--- config.mk ---
export PLATFORM = sky130hd
export DESIGN_NAME = ctm_top
export DESIGN_NICKNAME = d
export VERILOG_FILES = /design/src/logic/ctm_pkg.sv /design/src/logic/ctm_compare.sv /design/src/logic/ctm_pin.sv /design/src/logic/ctm_top.sv
export VERILOG_INCLUDE_DIRS = /design/src /design/src/logic
export SDC_FILE = /design/constraint.sdc
export NUM_CORES = 1
export LEC_CHECK = 0
export BUFFER_PORTS_ARGS = -buffer_cell sky130_fd_sc_hd__buf_4
export CAP_MARGIN = 10
export CORE_ASPECT_RATIO = 1.25
export CORE_MARGIN = 2
export CORE_UTILIZATION = 55
export DETAILED_ROUTE_END_ITERATION = 7
export HOLD_SLACK_MARGIN = 0.03
export PLACE_DENSITY_LB_ADDON = 0.12
export SLEW_MARGIN = 25
export SYNTH_ARGS = -nofsm -noshare
export SYNTH_HDL_FRONTEND = slang
export SYNTH_SLANG_ARGS = --single-unit
--- constraint.sdc ---
create_clock -name clk -period 3.3 [get_ports clk]
set_input_delay 0.495 -clock clk [delete_from_list [all_inputs] [get_ports clk]]
set_output_delay 0.495 -clock clk [all_outputs]
set_load 0.01 [all_outputs]
--- src/logic/ctm_consts.svh ---
// Purpose: offsets, field positions, reset values of the compact timer
// Assumes: 32-bit AHB-Lite words, one register per aligned word
// Notes: definitions only
`ifndef CTM_CONSTS_SVH
`define CTM_CONSTS_SVH
`define CTM_OFS_CTRL0 8'h00
`define CTM_OFS_CTRL1 8'h04
`define CTM_OFS_CNT_LO 8'h08
`define CTM_OFS_CNT_HI 8'h0C
`define CTM_OFS_CMPA_LO 8'h10
`define CTM_OFS_CMPA_HI 8'h14
`define CTM_OFS_PERIOD 8'h18
`define CTM_OFS_FLAGS 8'h1C
`define CTM_OFS_TICK 8'h20
`define CTM_CTRL0_ON_BIT 3
`define CTM_CTRL1_MODE_HI 7
`define CTM_CTRL1_MODE_LO 6
`define CTM_CTRL1_ACT_HI 5
`define CTM_CTRL1_ACT_LO 4
`define CTM_CTRL1_INIT_BIT 3
`define CTM_CTRL1_INV_BIT 2
`define CTM_CTRL1_SWAP_BIT 1
`define CTM_CTRL1_CLR_BIT 0
`define CTM_FLAG_A_BIT 0
`define CTM_FLAG_P_BIT 1
`define CTM_BYTE_RESET 8'h00
`define CTM_COUNT_MAX 16'hFFFF
`endif

--- src/logic/ctm_pkg.sv ---
// Purpose: types shared by the compact timer files
// Assumes: nothing
// Notes: mode codes follow the two-bit mode field
package ctm_pkg;
    typedef enum logic [1:0] {
        CTM_MODE_CMP = 2'b00,
        CTM_MODE_UNDEF = 2'b01,
        CTM_MODE_PWM = 2'b10,
        CTM_MODE_TMR = 2'b11
    } ctm_mode_e;
    typedef enum logic [1:0] {
        CTM_ACT_NONE = 2'b00,
        CTM_ACT_LOW = 2'b01,
        CTM_ACT_HIGH = 2'b10,
        CTM_ACT_TOGGLE = 2'b11
    } ctm_action_e;
    typedef logic [15:0] ctm_count_t;
    typedef logic [7:0] ctm_byte_t;
endpackage

--- src/logic/ctm_compare.sv ---
// Purpose: comparator A, comparator P and overflow detection
// Assumes: count and compare values stable within a cycle
// Notes: purely combinational
`timescale 1ns/1ps
`include "ctm_consts.svh"
module ctm_compare
    import ctm_pkg::*;
(
    input wire ctm_pkg::ctm_count_t count,
    input wire ctm_pkg::ctm_count_t full_compare_value,
    input wire ctm_pkg::ctm_byte_t period_compare_value,
    output logic hit_a,
    output logic hit_p,
    output logic at_max
);
    // top byte only; match on the last count so the clear makes 256 x value
    logic [7:0] top_next;
    assign top_next = count[15:8] + 8'h01;
    assign hit_p = (top_next == period_compare_value) && (count[7:0] == 8'hFF) &&
        (period_compare_value != 8'h00);
    // zero compare value never flags, counter overflows instead
    assign hit_a = (count == full_compare_value) && (full_compare_value != 16'h0000);
    assign at_max = (count == `CTM_COUNT_MAX);
endmodule

--- src/logic/ctm_pin.sv ---
// Purpose: timer output pin level control
// Assumes: events are one-cycle pulses
// Notes: level held in a flip-flop, inversion registered too
`timescale 1ns/1ps
`include "ctm_consts.svh"
module ctm_pin
    import ctm_pkg::*;
(
    input wire logic clk,
    input wire logic reset_n,
    input wire logic cmp_mode,
    input wire logic start,
    input wire logic match_a,
    input wire logic [1:0] action,
    input wire logic output_initial_level,
    output logic level
);
    import ctm_pkg::*;
    logic level_q;
    logic level_d;
    ctm_action_e act;
    assign act = ctm_action_e'(action);
    always_comb
    begin
        level_d = level_q;
        if (cmp_mode && start)
        begin
            level_d = output_initial_level;
        end
        else if (cmp_mode && match_a)
        begin
            case (act)
                CTM_ACT_LOW: level_d = 1'b0;
                CTM_ACT_HIGH: level_d = 1'b1;
                CTM_ACT_TOGGLE: level_d = ~level_q;
                default: level_d = level_q;
            endcase
        end
    end
    always_ff @(posedge clk or negedge reset_n)
    begin
        if (!reset_n)
            level_q <= 1'b0;
        else
            level_q <= level_d;
    end
    assign level = level_q;
endmodule

--- src/logic/ctm_top.sv ---
// Purpose: compact 16-bit timer with two comparators behind AHB-Lite
// Assumes: single word transfers, zero wait states, OKAY always
// Notes: count_tick gates the counting clock; pwm waveform not built
//
// Summary of operation
// - invert bit inverts pin, not timer mode
// - swap bit exchanges period and duty roles
// - clear select: A match, else P/overflow
// - overflow clear only when period value zero
// - clear select ignored in pwm mode
// - counter read as two zero-reset bytes
// - compare A held in two rw bytes
// - period value compared with counter top byte
// - mode 00 compare output, 11 timer
// - P clear raises the P flag, not the A flag
// - A clear outside pwm mode raises only the A flag
// - A clear, zero value: overflow, no flag
// - pin level changes only on comparator A match or counter-on rise
// - action field sets, clears, toggles or holds
// - counter-on rise loads initial pin level
// - timer mode counts alike, pin released
// - action codes 00 hold 01 low 10 high 11 toggle
// - initial level bit picks pin start level
// - counter-on rise zeroes, fall freezes counter
//
// Implementation choices: the register offsets and register access over AHB-Lite.
`timescale 1ns/1ps
`include "ctm_consts.svh"
module ctm_top
    import ctm_pkg::*;
(
    input wire logic clk,
    input wire logic reset_n,
    input wire logic hsel,
    input wire logic [31:0] haddr,
    input wire logic [1:0] htrans,
    input wire logic hwrite,
    input wire logic [2:0] hsize,
    input wire logic [31:0] hwdata,
    input wire logic hready,
    output logic [31:0] hrdata,
    output logic hreadyout,
    output logic hresp,
    input wire logic count_tick,
    output logic timer_output_pin,
    output logic timer_output_oe_n
);
    import ctm_pkg::*;
    ////////////////////////////////////////////////////////////////////
    // bus slave
    logic wr_pend_q;
    logic [7:0] wr_addr_q;
    logic [31:0] rdata_q;
    logic [7:0] ctrl0_q;
    logic [7:0] ctrl1_q;
    ctm_byte_t cmpa_lo_q;
    ctm_byte_t cmpa_hi_q;
    ctm_byte_t period_q;
    logic [1:0] flags_q;
    logic tick_en_q;
    wire addr_ok = hsel && hready && htrans[1];
    wire rd_req = addr_ok && !hwrite;
    wire wr_req = addr_ok && hwrite;
    wire [7:0] req_addr = haddr[7:0];
    wire wr_ctrl0 = wr_pend_q && (wr_addr_q == `CTM_OFS_CTRL0);
    wire wr_ctrl1 = wr_pend_q && (wr_addr_q == `CTM_OFS_CTRL1);
    wire wr_cmpa_lo = wr_pend_q && (wr_addr_q == `CTM_OFS_CMPA_LO);
    wire wr_cmpa_hi = wr_pend_q && (wr_addr_q == `CTM_OFS_CMPA_HI);
    wire wr_period = wr_pend_q && (wr_addr_q == `CTM_OFS_PERIOD);
    wire wr_flags = wr_pend_q && (wr_addr_q == `CTM_OFS_FLAGS);
    wire wr_tick = wr_pend_q && (wr_addr_q == `CTM_OFS_TICK);
    ////////////////////////////////////////////////////////////////////
    // control fields
    wire counter_on = ctrl0_q[`CTM_CTRL0_ON_BIT];
    wire [1:0] op_mode = {ctrl1_q[`CTM_CTRL1_MODE_HI], ctrl1_q[`CTM_CTRL1_MODE_LO]};
    wire [1:0] output_action = {ctrl1_q[`CTM_CTRL1_ACT_HI], ctrl1_q[`CTM_CTRL1_ACT_LO]};
    wire output_initial_level = ctrl1_q[`CTM_CTRL1_INIT_BIT];
    wire output_invert = ctrl1_q[`CTM_CTRL1_INV_BIT];
    wire pwm_role_swap = ctrl1_q[`CTM_CTRL1_SWAP_BIT];
    wire clear_source_select = ctrl1_q[`CTM_CTRL1_CLR_BIT];
    ctm_mode_e mode;
    assign mode = ctm_mode_e'(op_mode);
    wire cmp_mode = (mode == CTM_MODE_CMP);
    wire tmr_mode = (mode == CTM_MODE_TMR);
    wire pwm_mode = (mode == CTM_MODE_PWM);
    ////////////////////////////////////////////////////////////////////
    // counter
    ctm_count_t count_q;
    ctm_count_t count_d;
    logic on_prev_q;
    wire on_rise = counter_on && !on_prev_q;
    wire ctr_step = counter_on && !on_rise && (tick_en_q ? count_tick : 1'b1);
    ctm_count_t full_compare_value;
    assign full_compare_value = {cmpa_hi_q, cmpa_lo_q};
    logic hit_a;
    logic hit_p;
    logic at_max;
    ctm_compare u_compare (
        .count(count_q),
        .full_compare_value(full_compare_value),
        .period_compare_value(period_q),
        .hit_a(hit_a),
        .hit_p(hit_p),
        .at_max(at_max)
    );
    // pwm: period comes from P unless roles swapped
    wire clr_by_a = pwm_mode ? pwm_role_swap : clear_source_select;
    wire match_a = ctr_step && hit_a;
    wire match_p = ctr_step && hit_p && !(clr_by_a && !pwm_mode);
    wire p_clear = ctr_step && !clr_by_a && (hit_p || (at_max && period_q == 8'h00));
    wire a_clear = ctr_step && clr_by_a && hit_a;
    always_comb
    begin
        count_d = count_q;
        if (on_rise)
            count_d = 16'h0000;
        else if (a_clear || p_clear)
            count_d = 16'h0000;
        else if (ctr_step)
            count_d = count_q + 16'h0001;
    end
    always_ff @(posedge clk or negedge reset_n)
    begin
        if (!reset_n)
        begin
            count_q <= 16'h0000;
            on_prev_q <= 1'b0;
        end
        else
        begin
            count_q <= count_d;
            on_prev_q <= counter_on;
        end
    end
    ////////////////////////////////////////////////////////////////////
    // match flags: set wins over software clear
    logic [1:0] flag_set;
    assign flag_set = {match_p, match_a};
    wire [1:0] flag_clr = wr_flags ? hwdata[1:0] : 2'b00;
    always_ff @(posedge clk or negedge reset_n)
    begin
        if (!reset_n)
            flags_q <= 2'b00;
        else
            flags_q <= flag_set | (flags_q & ~flag_clr);
    end
    wire match_a_flag = flags_q[`CTM_FLAG_A_BIT];
    wire match_p_flag = flags_q[`CTM_FLAG_P_BIT];
    ////////////////////////////////////////////////////////////////////
    // output pin
    logic pin_level;
    ctm_pin u_pin (
        .clk(clk),
        .reset_n(reset_n),
        .cmp_mode(cmp_mode),
        .start(on_rise),
        .match_a(match_a),
        .action(output_action),
        .output_initial_level(output_initial_level),
        .level(pin_level)
    );
    logic pin_q;
    logic oe_n_q;
    always_ff @(posedge clk or negedge reset_n)
    begin
        if (!reset_n)
        begin
            pin_q <= 1'b0;
            oe_n_q <= 1'b1;
        end
        else
        begin
            pin_q <= pin_level ^ output_invert;
            oe_n_q <= !cmp_mode;
        end
    end
    assign timer_output_pin = pin_q;
    assign timer_output_oe_n = oe_n_q;
    ////////////////////////////////////////////////////////////////////
    // register writes and read data
    always_ff @(posedge clk or negedge reset_n)
    begin
        if (!reset_n)
        begin
            ctrl0_q <= `CTM_BYTE_RESET;
            ctrl1_q <= `CTM_BYTE_RESET;
            cmpa_lo_q <= `CTM_BYTE_RESET;
            cmpa_hi_q <= `CTM_BYTE_RESET;
            period_q <= `CTM_BYTE_RESET;
            tick_en_q <= 1'b0;
        end
        else
        begin
            if (wr_ctrl0)
                ctrl0_q <= hwdata[7:0] & 8'hF8;
            if (wr_ctrl1)
                ctrl1_q <= hwdata[7:0];
            if (wr_cmpa_lo)
                cmpa_lo_q <= hwdata[7:0];
            if (wr_cmpa_hi)
                cmpa_hi_q <= hwdata[7:0];
            if (wr_period)
                period_q <= hwdata[7:0];
            if (wr_tick)
                tick_en_q <= hwdata[0];
        end
    end
    logic [7:0] rd_byte;
    always_comb
    begin
        case (req_addr)
            `CTM_OFS_CTRL0: rd_byte = ctrl0_q;
            `CTM_OFS_CTRL1: rd_byte = ctrl1_q;
            `CTM_OFS_CNT_LO: rd_byte = count_q[7:0];
            `CTM_OFS_CNT_HI: rd_byte = count_q[15:8];
            `CTM_OFS_CMPA_LO: rd_byte = cmpa_lo_q;
            `CTM_OFS_CMPA_HI: rd_byte = cmpa_hi_q;
            `CTM_OFS_PERIOD: rd_byte = period_q;
            `CTM_OFS_FLAGS: rd_byte = {6'h00, match_p_flag, match_a_flag};
            `CTM_OFS_TICK: rd_byte = {7'h00, tick_en_q};
            default: rd_byte = 8'h00;
        endcase
    end
    always_ff @(posedge clk or negedge reset_n)
    begin
        if (!reset_n)
        begin
            wr_pend_q <= 1'b0;
            wr_addr_q <= 8'h00;
            rdata_q <= 32'h00000000;
        end
        else
        begin
            wr_pend_q <= wr_req;
            if (wr_req)
                wr_addr_q <= req_addr;
            if (rd_req)
                rdata_q <= {24'h000000, rd_byte};
        end
    end
    assign hrdata = rdata_q;
    assign hreadyout = 1'b1;
    assign hresp = 1'b0;

    ////////////////////////////////////////////////////////////////////
    // clear, flag, pin and bus checks
    wire [7:0] count_lo_byte = count_q[7:0];
    wire [7:0] count_hi_byte = count_q[15:8];
endmodule

==> results by group <==
Global route
  • Met3 routing resource usage after global routing: 0.05978
  • Wire length of the first global-routing pass: 19.20 mm
  • GR Util All Layers: 0.2759
  • Number of global-route vias before repair: 3,719
  • Congestion Overflow GR: 0
  • Number of antenna violations at the first check in global routing: 0
  • Busiest layer in global routing: met2
  • Largest net degree at the start of global routing: 78
  • Met2 track utilization from global routing: 0.4381
  • Met1 usage: 0.3481

STA
  • Final worst setup slack: 0.3482 ns
  • Final-report max-slew violation count: 0
  • Endpoints failing hold: 0
  • Clock Skew: 0.01161 ns
  • RSZ-0062 raised after global routing: false
  • Worst-margin pin slew: 0.7563 ns
  • Finish-stage setup viols: 0
  • Setup Total Neg Slack: 0 ns
  • F_max: 338.8 MHz
  • Worst slew slack as a fraction of its limit: 0.4940
  • Post-layout minimum cycle time: 2.952 ns
  • Share of the cycle needed by the critical path after routing: 0.8945

Synth
  • Number of instances in the synthesized netlist: 484
  • Yosys warning total: 0
  • Combinational family with the most area after synthesis: simple AND/OR/NAND/NOR gates
  • Portion of the post-synthesis area used by sequential elements: 0.4186
  • Number of flops mapped to enable cells by yosys: 0
  • Area leader, netlist: sky130_fd_sc_hd__dfrtp_1
  • Register bit total from synthesis: 77
  • Avg Cell Area, Syn: 9.516 µm²
  • Multiplexer fraction of the synthesized cell area: 0.1138
  • Netlist cell types: 61
  • Share of the synthesized area in the top cell type: 0.4129
  • Complex-gate fraction of the synthesized area: 0.1334
  • Basic-gate share of the synthesized area counting and, or, nand and nor cells: 0.2002
  • Post-synthesis cell area: 4606 µm²
  • Largest cells by area after synthesis: sky130_fd_sc_hd__dfrtp_1 41%, sky130_fd_sc_hd__mux2_2 11%, sky130_fd_sc_hd__nand2_1 5.8%
  • Proportion of register bits with asynchronous set or reset after synthesis: 1.000
  • Post-synthesis share of cell area spent on xor and xnor gates: 0.05488
  • Adder-cell area share of the yosys netlist: 0.005433
  • Commonest register cell after synthesis: sky130_fd_sc_hd__dfrtp_1

CTS
  • Longest Clk Path Bufs: 2
  • Number of buffers added to fix hold violations after cts: 0
  • Cts bufs inserted: 9
  • CTS clock-pin slew for the worst setup and hold paths: 0.09 ns
  • H-tree level count: 3
  • Number of setup buffers added after CTS: 0
  • Insertion delay to the later sink of the worst-skew pair: 0.37 ns
  • Number of gates resized after cts: 0
  • Clock root buffer: sky130_fd_sc_hd__clkbuf_8
  • Clock tree from TritonCTS: built
  • Clock sink total: 77

Floorplanning
  • Effective utilization at floorplan: 0.5621
  • Ports: 111
  • Area of the core region: 8194 µm²
  • Floorplan die width: 85.85 µm
  • Vertical die dimension: 106.3 µm
  • Die Footprint: 9127 µm²
  • Cell row count: 37

Critical path
  • Category of the most critical setup path: reg2reg
  • CP max stage cell: sky130_fd_sc_hd__dfrtp_1
  • Cell count of the worst reg-to-reg path: 7
  • Type of element launching the critical path: register
  • Critical path buffers and inverters: 0
  • Type of destination of the critical path: register
  • Crit path max fanout: 15
  • Worst-path cell chain: ha_1 > nor2b_1 > or3_4 > a311oi_2 > o2111ai_2 > nand2_1 > o21ai_0
  • Logic depth of the worst setup path including buffers: 7
  • Delay of the slowest critical-path stage: 0.63 ns
  • Data required time at the worst endpoint: 3.54 ns
  • Critical path data arrival time: 3.19 ns
  • Cell class contributing the biggest share of worst-path delay: compound AO/OA/AOI/OAI gates

Run status
  • Result of the run: complete, but fails checks
  • Failing checks: design-rule violations

Route
  • Number of nets with antenna violations after routing: 0
  • DRC errors left: 4
  • Detailed-routing iteration count for the pre-antenna-repair pass: 7
  • Vias post-DR: 3,787
  • Detailed router's first-iteration violation count: 324
  • Average routed wire per standard cell: 19.30 µm
  • DRT Wirelength: 11.83 mm
  • Routed via count divided by cell count: 6.178

Placed design
  • Gpl congestion: 0.9708
  • Placed Instance Area: 4816 µm²
  • Detailed placer's ending HPWL: 8.829 mm
  • Post-Place Setup Slack: 0.3397 ns
  • Placed instance count: 597
  • Number of buffers added on ports: 32

Layout
  • Non-Filler Cell Area, Final: 5032 µm²
  • Filler cell count: 735
  • Highest-count cells in the layout ignoring fill and taps: 76 x sky130_fd_sc_hd__dfrtp_1, 71 x sky130_fd_sc_hd__nand2_1, 43 x sky130_fd_sc_hd__mux2_2
  • Final Instance Count excl. Fillers: 613
  • Layout cell share with drive strength beyond 1: 0.2171
  • Antenna diodes: 0
  • Total Nets Final: 588
  • Area used by sequential logic in the layout: 1928 µm²
  • Most common cell after layout, fill and taps aside: sky130_fd_sc_hd__dfrtp_1
  • Post-synthesis to final-layout area growth: 9.264%
  • Area used by multi-input combinational logic: 2436 µm²

Flow run
  • Count of maximum capacitance violations: 0

Power and ir drop
  • Leakage power: 2.201 nW
  • VDD IR max: 0.5201 mV
  • Power per cell area: 469.8 nW/µm²

Min path
  • Worst min path class: in2async
[cells in the mapped netlist, drive strengths merged, types with 3 or more instances]
cell type,n
nor2b,9
or2,3
nor3,9
inv,7
nor3b,3
nand3,22
xnor2,23
a211oi,3
dfrtp,76
mux2,43
a31oi,12
nor4,11
nor2,24
clkbuf,12
o21ai,25
a21oi,6
a22oi,6
buf,36
nand4,10
o22ai,4
nand2,71
o211ai,4
xor2,5
nand3b,5
and3,7
and2,3
mux2i,4
a22o,7
[state kept, by name, summed over array words and instances, names as in the netlist, 5 cells and up]
register,cells
count_q,16
ctrl1_q,8
hrdata,8
cmpa_hi_q,8
period_q,8
ctrl0_q,5
cmpa_lo_q,8
wr_addr_q,8
[per-stage QoR]
| step | utilization | total power [W] | hold WS (ns) |
|---|---|---|---|
| after global routing | 0.6141 | 0.002483 | 0.2061 |
| after CTS | 0.6137 | 0.002377 | 0.3038 |
| after global placement | 0.5877 | 0.001593 | 0.4624 |
| after floorplan | - | 0.001463 | 0.1994 |
| after detailed placement | 0.5877 | 0.001610 | 0.4660 |
| final | 0.6141 | 0.002364 | 0.1320 |
[cell type report]
type                    count  area share
well taps                  97     0.02412
flip-flops and latches     77      0.3831
multi-input cells         375      0.4841
clock buffers               9     0.02461
repair buffers             40     0.06042
inverters                   8    0.005967
clock inverters             7     0.01765
[report_power, final]
group	internal [W]	total (W)	switching, W	leakage [nW]
Combinational	0.000185	0.000398	0.000213	1.09
Sequential	0.00106	0.00120	0.000140	1.00
Clock	0.000369	0.000768	0.000399	0.106
[worst paths after layout]
check                                    startpoint                  endpoint  slack, ns
hold reg to reg            wr_addr_q[6]$_DFFE_PN0P_  wr_addr_q[6]$_DFFE_PN0P_       0.48
setup reg to reg             count_q[8]$_DFFE_PN0P_   count_q[15]$_DFFE_PN0P_       0.35
min in group clk                           haddr[1]  wr_addr_q[1]$_DFFE_PN0P_       0.37
hold / removal                              reset_n    count_q[8]$_DFFE_PN0P_       0.13
max in group asynchronous                   reset_n  wr_addr_q[1]$_DFFE_PN0P_       2.67
setup / recovery             count_q[8]$_DFFE_PN0P_   count_q[15]$_DFFE_PN0P_       0.35
[routing by layer]
metal / part of all wire / up-vias
li1: - / 1761
met1: 0.40 / 1838
met2: 0.49 / 145
met3: 0.059 / 43
met4: 0.050 / 0
met5: 0 / -
[logic make-up (layout without fill, tap and decap cells)]
kind of cell / count (synthesis) / count (layout)
other: 2 / 26
adders and majority gates: 2 / 2
xor gates and xnor gates: 28 / 28
and+or+nand+nor: 185 / 185
AOI/OAI and AO/OA: 87 / 87
muxes: 47 / 47
DFF: 77 / 77
buffers and inverters: 56 / 64
(Power assumes the default switching activity.)
